$ cat config.mk
export PLATFORM = sky130hd
export DESIGN_NAME = ldc_config_regs
export DESIGN_NICKNAME = d
export VERILOG_FILES = /design/src/pkg/ldc_pkg.sv /design/src/hdl/ldc_fault_chan.sv /design/src/hdl/ldc_config_regs.sv
export SDC_FILE = /design/constraint.sdc
export NUM_CORES = 1
export LEC_CHECK = 0
export BUFFER_PORTS_ARGS = -buffer_cell sky130_fd_sc_hd__buf_2
export CORE_ASPECT_RATIO = 0.8
export CORE_MARGIN = 4
export CORE_UTILIZATION = 55
export DETAILED_ROUTE_END_ITERATION = 8
export PLACE_DENSITY = 0.79
export SYNTH_ARGS = -nofsm -noshare
export SYNTH_HDL_FRONTEND = slang
export SYNTH_SLANG_ARGS = --single-unit
$ cat constraint.sdc
create_clock -name clk -period 2.8 [get_ports clk]
set_clock_uncertainty 0.1 [all_clocks]
set_input_delay 0.42 -clock clk [delete_from_list [all_inputs] [get_ports clk]]
set_output_delay 0.42 -clock clk [all_outputs]
set_load 0.03 [all_outputs]
$ cat src/pkg/ldc_pkg.sv
// Package with register map, field positions and timing constants of the LED config registers.
package ldc_pkg;
  // Register offsets.
  localparam logic [7:0] LDC_ADDR_CFG_ONE = 8'h00;
  localparam logic [7:0] LDC_ADDR_CFG_TWO = 8'h01;
  localparam logic [7:0] LDC_ADDR_WD_TAP = 8'h02;
  // Reset values.
  localparam logic [7:0] LDC_RST_CFG_ONE = 8'h10;
  localparam logic [7:0] LDC_RST_CFG_TWO = 8'h00;
  localparam logic [3:0] LDC_RST_WD_TAP = 4'h8;
  // Field positions of system_config_one.
  localparam int LDC_B_RELEASE = 7;
  localparam int LDC_B_PHASE = 6;
  localparam int LDC_B_LIMP = 5;
  localparam int LDC_B_WDEN = 4;
  localparam int LDC_B_CH2_INT = 3;
  localparam int LDC_B_CH2_EN = 2;
  localparam int LDC_B_CH1_INT = 1;
  localparam int LDC_B_CH1_EN = 0;
  // Field positions of system_config_two.
  localparam int LDC_B_TIMER_HI = 7;
  localparam int LDC_B_TIMER_LO = 6;
  localparam int LDC_B_CH2_LATCH_HI = 5;
  localparam int LDC_B_CH1_LATCH_HI = 2;
  localparam int LDC_LATCH_W = 3;
  // Fault latch bit order inside one channel group: thermal, high side, low side.
  localparam int LDC_F_THERMAL = 2;
  localparam int LDC_F_HIGHSIDE = 1;
  localparam int LDC_F_LOWSIDE = 0;
  // Watchdog counter and tap range.
  localparam int LDC_WD_W = 25;
  localparam int LDC_WD_TAP_BASE = 16;
  localparam logic [3:0] LDC_WD_TAP_MAX = 4'h8;
  localparam logic [3:0] LDC_WD_TAP_MASK = 4'hf;
  // Fault timer limits in microseconds and as clock counts.
  localparam int LDC_CLK_MHZ = 50;
  localparam int LDC_FT0_US = 3600;
  localparam int LDC_FT1_US = 7200;
  localparam int LDC_FT2_US = 14400;
  localparam int LDC_FT3_US = 28800;
  localparam int LDC_FT0_CYC = LDC_FT0_US * LDC_CLK_MHZ;
  localparam int LDC_FT1_CYC = LDC_FT1_US * LDC_CLK_MHZ;
  localparam int LDC_FT2_CYC = LDC_FT2_US * LDC_CLK_MHZ;
  localparam int LDC_FT3_CYC = LDC_FT3_US * LDC_CLK_MHZ;
  localparam int LDC_FT_W = 21;
  // Fault timer code values.
  localparam logic [1:0] LDC_FT_CODE0 = 2'h0;
  localparam logic [1:0] LDC_FT_CODE1 = 2'h1;
  localparam logic [1:0] LDC_FT_CODE2 = 2'h2;
endpackage : ldc_pkg

$ cat src/hdl/ldc_fault_chan.sv
// One LED channel's fault response: latch-off enable clear or auto-restart hold-off.
`timescale 1ns/1ps
`default_nettype none
module ldc_fault_chan (
  // Clock and reset.
  input wire logic clk,
  input wire logic reset,
  // Fault event pulses: thermal, high side, low side.
  input wire logic [2:0] fault_evt,
  // Latch-off selections in the same order.
  input wire logic [2:0] latch_sel,
  // Selected fault timer limit in clock cycles.
  input wire logic [20:0] limit_cyc,
  // Thermal fault still present (restart follows its hysteresis).
  input wire logic thermal_active,
  // Results.
  output logic latch_off,
  output logic restart_hold
);
  import ldc_pkg::*;

  typedef struct packed {
    logic [20:0] cnt;
    logic hold;
  } ldc_fc_state_t;

  ldc_fc_state_t s_q;
  ldc_fc_state_t s_d;
  logic [2:0] auto_evt;

  // An event with its latch bit set clears the enable; unlatched high or low side events start the hold-off.
  assign latch_off = |(fault_evt & latch_sel);
  assign auto_evt = fault_evt & ~latch_sel;
  assign restart_hold = s_q.hold | thermal_active;

  // Current-limit faults wait out the fault timer before the channel restarts.
  always_comb begin
    s_d = s_q;
    if (auto_evt[LDC_F_HIGHSIDE] | auto_evt[LDC_F_LOWSIDE]) begin
      s_d.hold = 1'b1;
      s_d.cnt = limit_cyc;
    end else if (s_q.hold) begin
      if (s_q.cnt <= 21'h000001) begin
        s_d.hold = 1'b0;
        s_d.cnt = '0;
      end else begin
        s_d.cnt = s_q.cnt - 21'h000001;
      end
    end
  end

  always_ff @(posedge clk) begin
    if (reset) begin
      s_q <= '0;
    end else begin
      s_q <= s_d;
    end
  end
endmodule : ldc_fault_chan
`default_nettype wire

$ cat src/hdl/ldc_config_regs.sv
// System configuration registers of a dual-channel LED driver with fault and watchdog hooks.
`timescale 1ns/1ps
`default_nettype none
// Function
// - Host reads and writes every configuration register.
// - Config one at offset 0x00, resets to 0x10.
// - Writing 1 to bit 7 releases the fault output when no fault is active.
// - Bit 7 is write-only and always reads 0.
// - Bit 6 selects 180 or 0 degree phase between internal dimming signals.
// - Writing 1 to bit 5 enters limp-home.
// - Communication failure sets the limp-home bit.
// - Bit 4 enables the communication watchdog, reset value 1.
// - Bit 3 picks channel two duty source: pin or internal generator.
// - Bit 2 enables channel two, reset 0.
// - Bit 1 picks channel one duty source: pin or internal generator.
// - Bit 0 enables channel one, reset 0.
// - Config two at offset 0x01, resets to 0x00.
// - Config two: timer field bits 7:6, six per-fault latch selections below.
// - Timer codes select 3.6, 7.2, 14.4 or 28.8 ms.
// - Latch bit 1 clears channel enable; 0 auto-restarts.
// - Watchdog timeout taps bit 16 to 24 of a 25-bit counter, default 24.
module ldc_config_regs (
  // Clock and reset.
  input wire logic clk,
  input wire logic reset,
  // Register access from the serial interface.
  input wire logic [7:0] reg_addr,
  input wire logic reg_wr,
  input wire logic [7:0] reg_wdata,
  output logic [7:0] reg_rdata,
  // A valid serial frame arrived; restarts the watchdog.
  input wire logic comm_kick,
  // Fault events per channel: thermal, high side, low side.
  input wire logic [2:0] ch1_fault_evt,
  input wire logic [2:0] ch2_fault_evt,
  input wire logic ch1_thermal_active,
  input wire logic ch2_thermal_active,
  // Any fault present in the system.
  input wire logic fault_active,
  // External dimming inputs and internal generator outputs.
  input wire logic channel_one_dim_input,
  input wire logic channel_two_dim_input,
  input wire logic ch1_int_dim,
  input wire logic ch2_int_dim,
  // Fault pin: open drain, asserted by any fault event.
  output logic fault_pin_o,
  output logic fault_pin_oe,
  // Controls to the rest of the device.
  output logic ch1_run,
  output logic ch2_run,
  output logic ch1_dim,
  output logic ch2_dim,
  output logic dimming_phase_select,
  output logic limp_home,
  output logic comm_watchdog_timeout,
  output logic [1:0] fault_timer_limit
);
  import ldc_pkg::*;

  typedef struct packed {
    logic [7:0] cfg_one;
    logic [7:0] cfg_two;
    logic [3:0] tap;
    logic [LDC_WD_W-1:0] wd_cnt;
    logic fault_pin;
  } ldc_state_t;

  ldc_state_t s_q;
  ldc_state_t s_d;
  logic [20:0] limit_cyc;
  logic ch1_latch;
  logic ch2_latch;
  logic ch1_hold;
  logic ch2_hold;
  logic wd_tap_hit;
  logic wr_one;

  // Map a tap register value to a counter bit index; codes above 8 clamp to bit 24.
  function automatic logic [4:0] ldc_tap_bit(input logic [3:0] code);
    logic [3:0] c;
    c = (code > LDC_WD_TAP_MAX) ? LDC_WD_TAP_MAX : code;
    ldc_tap_bit = 5'(LDC_WD_TAP_BASE) + {1'b0, c};
  endfunction : ldc_tap_bit

  // Select the fault timer length from the two-bit code.
  always_comb begin
    case (s_q.cfg_two[LDC_B_TIMER_HI:LDC_B_TIMER_LO])
      LDC_FT_CODE0: limit_cyc = 21'(LDC_FT0_CYC);
      LDC_FT_CODE1: limit_cyc = 21'(LDC_FT1_CYC);
      LDC_FT_CODE2: limit_cyc = 21'(LDC_FT2_CYC);
      default: limit_cyc = 21'(LDC_FT3_CYC);
    endcase
  end

  // Channel one fault response.
  ldc_fault_chan u_ch1 (
    .clk(clk),
    .reset(reset),
    .fault_evt(ch1_fault_evt),
    .latch_sel(s_q.cfg_two[LDC_B_CH1_LATCH_HI -: LDC_LATCH_W]),
    .limit_cyc(limit_cyc),
    .thermal_active(ch1_thermal_active),
    .latch_off(ch1_latch),
    .restart_hold(ch1_hold)
  );

  // Channel two fault response.
  ldc_fault_chan u_ch2 (
    .clk(clk),
    .reset(reset),
    .fault_evt(ch2_fault_evt),
    .latch_sel(s_q.cfg_two[LDC_B_CH2_LATCH_HI -: LDC_LATCH_W]),
    .limit_cyc(limit_cyc),
    .thermal_active(ch2_thermal_active),
    .latch_off(ch2_latch),
    .restart_hold(ch2_hold)
  );

  assign wr_one = reg_wr && (reg_addr == LDC_ADDR_CFG_ONE);
  assign wd_tap_hit = s_q.wd_cnt[ldc_tap_bit(s_q.tap)];

  // Next-state logic: host writes, then hardware events that must win over them.
  always_comb begin
    s_d = s_q;
    // Watchdog counts only while enabled and restarts on every frame.
    if (!s_q.cfg_one[LDC_B_WDEN] || comm_kick) begin
      s_d.wd_cnt = '0;
    end else if (!wd_tap_hit) begin
      s_d.wd_cnt = s_q.wd_cnt + 25'h0000001;
    end
    if (reg_wr) begin
      case (reg_addr)
        LDC_ADDR_CFG_ONE: begin
          s_d.cfg_one = reg_wdata;
          s_d.cfg_one[LDC_B_RELEASE] = 1'b0;
        end
        LDC_ADDR_CFG_TWO: begin
          s_d.cfg_two = reg_wdata;
        end
        LDC_ADDR_WD_TAP: begin
          s_d.tap = reg_wdata[3:0] & LDC_WD_TAP_MASK;
        end
        default: begin
          s_d.cfg_two = s_q.cfg_two;
        end
      endcase
    end
    // Release the fault pin on request only if nothing is faulted.
    if (wr_one && reg_wdata[LDC_B_RELEASE] && !fault_active) begin
      s_d.fault_pin = 1'b0;
    end
    // A new fault event sets the pin and beats a same-cycle release.
    if (|{ch1_fault_evt, ch2_fault_evt}) begin
      s_d.fault_pin = 1'b1;
    end
    // Communication failure forces limp-home; the set wins over a host clear.
    if (s_q.cfg_one[LDC_B_WDEN] && wd_tap_hit) begin
      s_d.cfg_one[LDC_B_LIMP] = 1'b1;
    end
    // Latch-off faults clear the enable, beating a same-cycle host write.
    if (ch1_latch) begin
      s_d.cfg_one[LDC_B_CH1_EN] = 1'b0;
    end
    if (ch2_latch) begin
      s_d.cfg_one[LDC_B_CH2_EN] = 1'b0;
    end
  end

  always_ff @(posedge clk) begin
    if (reset) begin
      s_q.cfg_one <= LDC_RST_CFG_ONE;
      s_q.cfg_two <= LDC_RST_CFG_TWO;
      s_q.tap <= LDC_RST_WD_TAP;
      s_q.wd_cnt <= '0;
      s_q.fault_pin <= 1'b0;
    end else begin
      s_q <= s_d;
    end
  end

  // Read data is registered-state only; bit 7 of config one is never stored.
  always_comb begin
    case (reg_addr)
      LDC_ADDR_CFG_ONE: reg_rdata = s_q.cfg_one;
      LDC_ADDR_CFG_TWO: reg_rdata = s_q.cfg_two;
      LDC_ADDR_WD_TAP: reg_rdata = {4'h0, s_q.tap};
      default: reg_rdata = 8'h00;
    endcase
  end

  // Channel controls; restart hold-off keeps an auto-restart channel dark.
  assign ch1_run = s_q.cfg_one[LDC_B_CH1_EN] & ~ch1_hold;
  assign ch2_run = s_q.cfg_one[LDC_B_CH2_EN] & ~ch2_hold;
  assign ch1_dim = s_q.cfg_one[LDC_B_CH1_INT] ? ch1_int_dim : channel_one_dim_input;
  assign ch2_dim = s_q.cfg_one[LDC_B_CH2_INT] ? ch2_int_dim : channel_two_dim_input;
  assign dimming_phase_select = s_q.cfg_one[LDC_B_PHASE];
  assign limp_home = s_q.cfg_one[LDC_B_LIMP];
  assign comm_watchdog_timeout = s_q.cfg_one[LDC_B_WDEN] & wd_tap_hit;
  assign fault_timer_limit = s_q.cfg_two[LDC_B_TIMER_HI:LDC_B_TIMER_LO];
  // Open drain: only ever drives low, while the pin is asserted.
  assign fault_pin_o = 1'b0;
  assign fault_pin_oe = s_q.fault_pin;
endmodule : ldc_config_regs
`default_nettype wire

==> flow_summary.yaml <==
worst_setup_path:
  required_ps: 2280
  arrival_ps: 2060
  slowest_stage: "o31ai_2"
  cp-start-kind: "flop"
  end_kind: "primary output"
  crit_fanout: 7
  slowest_delay_ps: 530
  cpLargestDelayFamily: "compound AO/OA/AOI/OAI gates"
  cp_cell_sequence: "mux2_2, o22ai_2, o31ai_2, nand2_1, inv_1, buf_2"
  path_class: "reg2out"
  path_buf_inv: 2
layout:
  syn2layout_area_growth_pct: 12.9
  final_cells: 761
  seq_area_um2: 1780
  diodes: 0
  final_util_pct: 65.0
  multi_input_area_um2: 2990
  final_common_cell: "dfxtp_1"
  layout.nets: 689
  fill_cells: 735
  layout_common_cells: "89 x dfxtp_1, 88 x nor2_1, 50 x buf_2, 43 x nand2_1, 34 x nor3_1"
  drive_above_1_share_pct: 16.0
route:
  wirelength_um: 13300
  viasPerCell: 6.13
  dr.first_iter.drc_count: 300
  ant_nets: 0
  vias: 4667
  drc: 0
  wire_per_inst_um: 17.5
  dr.pass1.iters: 5
synthesis:
  synth.mux.area_fraction_pct: 6.34
  synth_fp_nets: 645
  synthAdderAreaFrac_pct: 3.01
  synth-simple-area-share_pct: 26.8
  synth_top_family_by_area: "simple AND/OR/NAND/NOR gates"
  synth_xor_xnor_area_share_pct: 6.84
  syn_area_um2: 4990
  yosys_register_bits: 89
  synth_compound_area_share_pct: 16.7
  synth_seq_area_share_pct: 35.7
  synth.distinct_cells: 76
  synth_flop_cell: "dfxtp_1"
  syn_area_per_cell_um2: 8.32
  netlist_instances: 600
  synth_edf_count: 0
  synthArstFlopShare_pct: 0
  yosysWarnings: 0
grt:
  grt_overflow: 0
  grt_pass1_wl_um: 21700
  grt_pass1_vias: 4443
  antenna_found_initial: 0
  grt_max_degree: 33
  track_usage_pct: 25.3
timing:
  rsz0062_at_grt: "false"
  worst_slack_ps: 220
  post-route-period-util_pct: 92.2
  maxSlewViolCount: 0
  min_period_ps: 2580
  tightest_slew_ps: 807
  setup_tns_ps: 0
  fmax_mhz: 388
  setup_violations: 0
  relSlewSlack_pct: 46.1
  hold_violations: 0
clock_network:
  clock-sinks: 89
  htreeDepth: 3
  clk_path_buf_depth: 2
  cts_buffers: 9
  clk_latency_ps: 350
  cts_root_buf: "clkbuf_16"
  post_cts_resized: 0
  post_cts_buffers: 0
  cts_tree: "yes"
  postCtsHoldBufs: 0
  clkTransAtPathRegs_ps: 60
floorplan:
  die_y_um: 93.2
  rows: 30
  io_pins: 52
  die_w_um: 115
  initial_core_util_pct: 57.6
  coreArea_um2: 8670
  die_area_um2: 10700
pwr:
  power.density_nw_per_um2: 521
  p_leak_nw: 2.16
  ir_worst_vdd_uv: 419
placement:
  io_buffers: 50
  dp_slack_ps: 455
  gp_congestion: 0.903
  dp.cells: 745
  post-dp-hpwl_um: 9490
flow_run:
  max_cap_viol_count: 0
run_status:
  status: "complete, no violations"
min_path:
  hold_path_class: "in2reg"
[power by group]
part | total [W] | switching [W] | internal [W]
Combinational | 0.000296 | 0.000180 | 0.000116
Sequential | 0.00135 | 0.0000483 | 0.00130
Clock | 0.00129 | 0.000516 | 0.000778
Total | 0.00294 | 0.000744 | 0.00219
[sequential cells by signal, summed over array words and instances (netlist names)]
register	count
s_q	40
limp_home	1
fault_timer_limit	2
u_ch1.s_q	22
dimming_phase_select	1
fault_pin_oe	1
u_ch2.s_q	22
[synth_stat cells, drive strengths merged (4+ instances only)]
cell type | instances | area share (%)
nor3b | 4 | 0.60
buf | 10 | 1.4
a21oi | 23 | 2.5
or3 | 11 | 1.4
nand2 | 43 | 3.2
a31oi | 9 | 1.1
nor4 | 12 | 2.1
a211oi | 4 | 0.60
nor2b | 6 | 0.75
xor2 | 15 | 2.6
xnor2 | 24 | 4.2
o22ai | 11 | 1.5
nand4 | 18 | 2.4
mux2i | 26 | 5.2
nor3 | 36 | 3.8
o31ai | 4 | 0.70
a221oi | 7 | 1.2
nand2b | 4 | 0.50
mux2 | 5 | 1.1
or2 | 7 | 0.88
clkbuf | 16 | 1.2
ha | 12 | 3.0
dfxtp | 89 | 36
inv | 21 | 1.6
nor2 | 88 | 6.6
or4 | 4 | 0.65
nand3 | 11 | 1.1
o21ai | 22 | 2.2
[per-layer routing]
metal / routed length [um] / track usage (%)
met1: 5990 / 34.8
met2: 6010 / 39.1
met3: 1070 / 5.11
met4: 212 / 9.50
met5: 0 / 0
[stage by stage]
step / hold WS [ps] / cell area, um2 / total power [W]
global placement: 352 / 5320 / 0.00165
CTS: 207 / 5630 / 0.00294
finish: 211 / 5630 / 0.00294
global route: 219 / 5630 / 0.00302
detailed placement: 370 / 5320 / 0.00166
floorplan: 337 / 4990 / 0.00157
[layout make-up]
cell class	instances	share of cell area (%)
Clock inverter	6	1.47
Sequential cell	89	31.6
Inverter	22	1.47
Clock buffer	10	4.06
Multi-Input combinational cell	462	53.1
Timing Repair Buffer	60	5.78
Tap cell	112	2.49
[logic make-up (layout without fill, tap and decap cells)]
group           Yosys count  after routing
simple gates            261            261
other cells               1              1
compound gates          118            118
xor+xnor                 39             39
mux                      31             31
buf+inv                  49             98
flops                    89             89
fa+ha+maj                12             12
[path summary, 6_finish.rpt]
kind / depth (start not counted) / start / end / slack (ps)
setup / recovery: 6 / s_q[28]$_SDFFE_PP0P_ / comm_watchdog_timeout / 220
setup reg to reg: 5 / u_ch2.s_q[9]$_SDFFE_PP0P_ / u_ch2.s_q[13]$_SDFFE_PP0P_ / 370
hold / removal: 2 / ch2_fault_evt[0] / s_q[40]$_SDFFE_PP0P_ / 210
hold reg to reg: 1 / u_ch2.s_q[20]$_SDFFE_PP0P_ / u_ch2.s_q[20]$_SDFFE_PP0P_ / 390
Power figures use the tool's default switching activity.
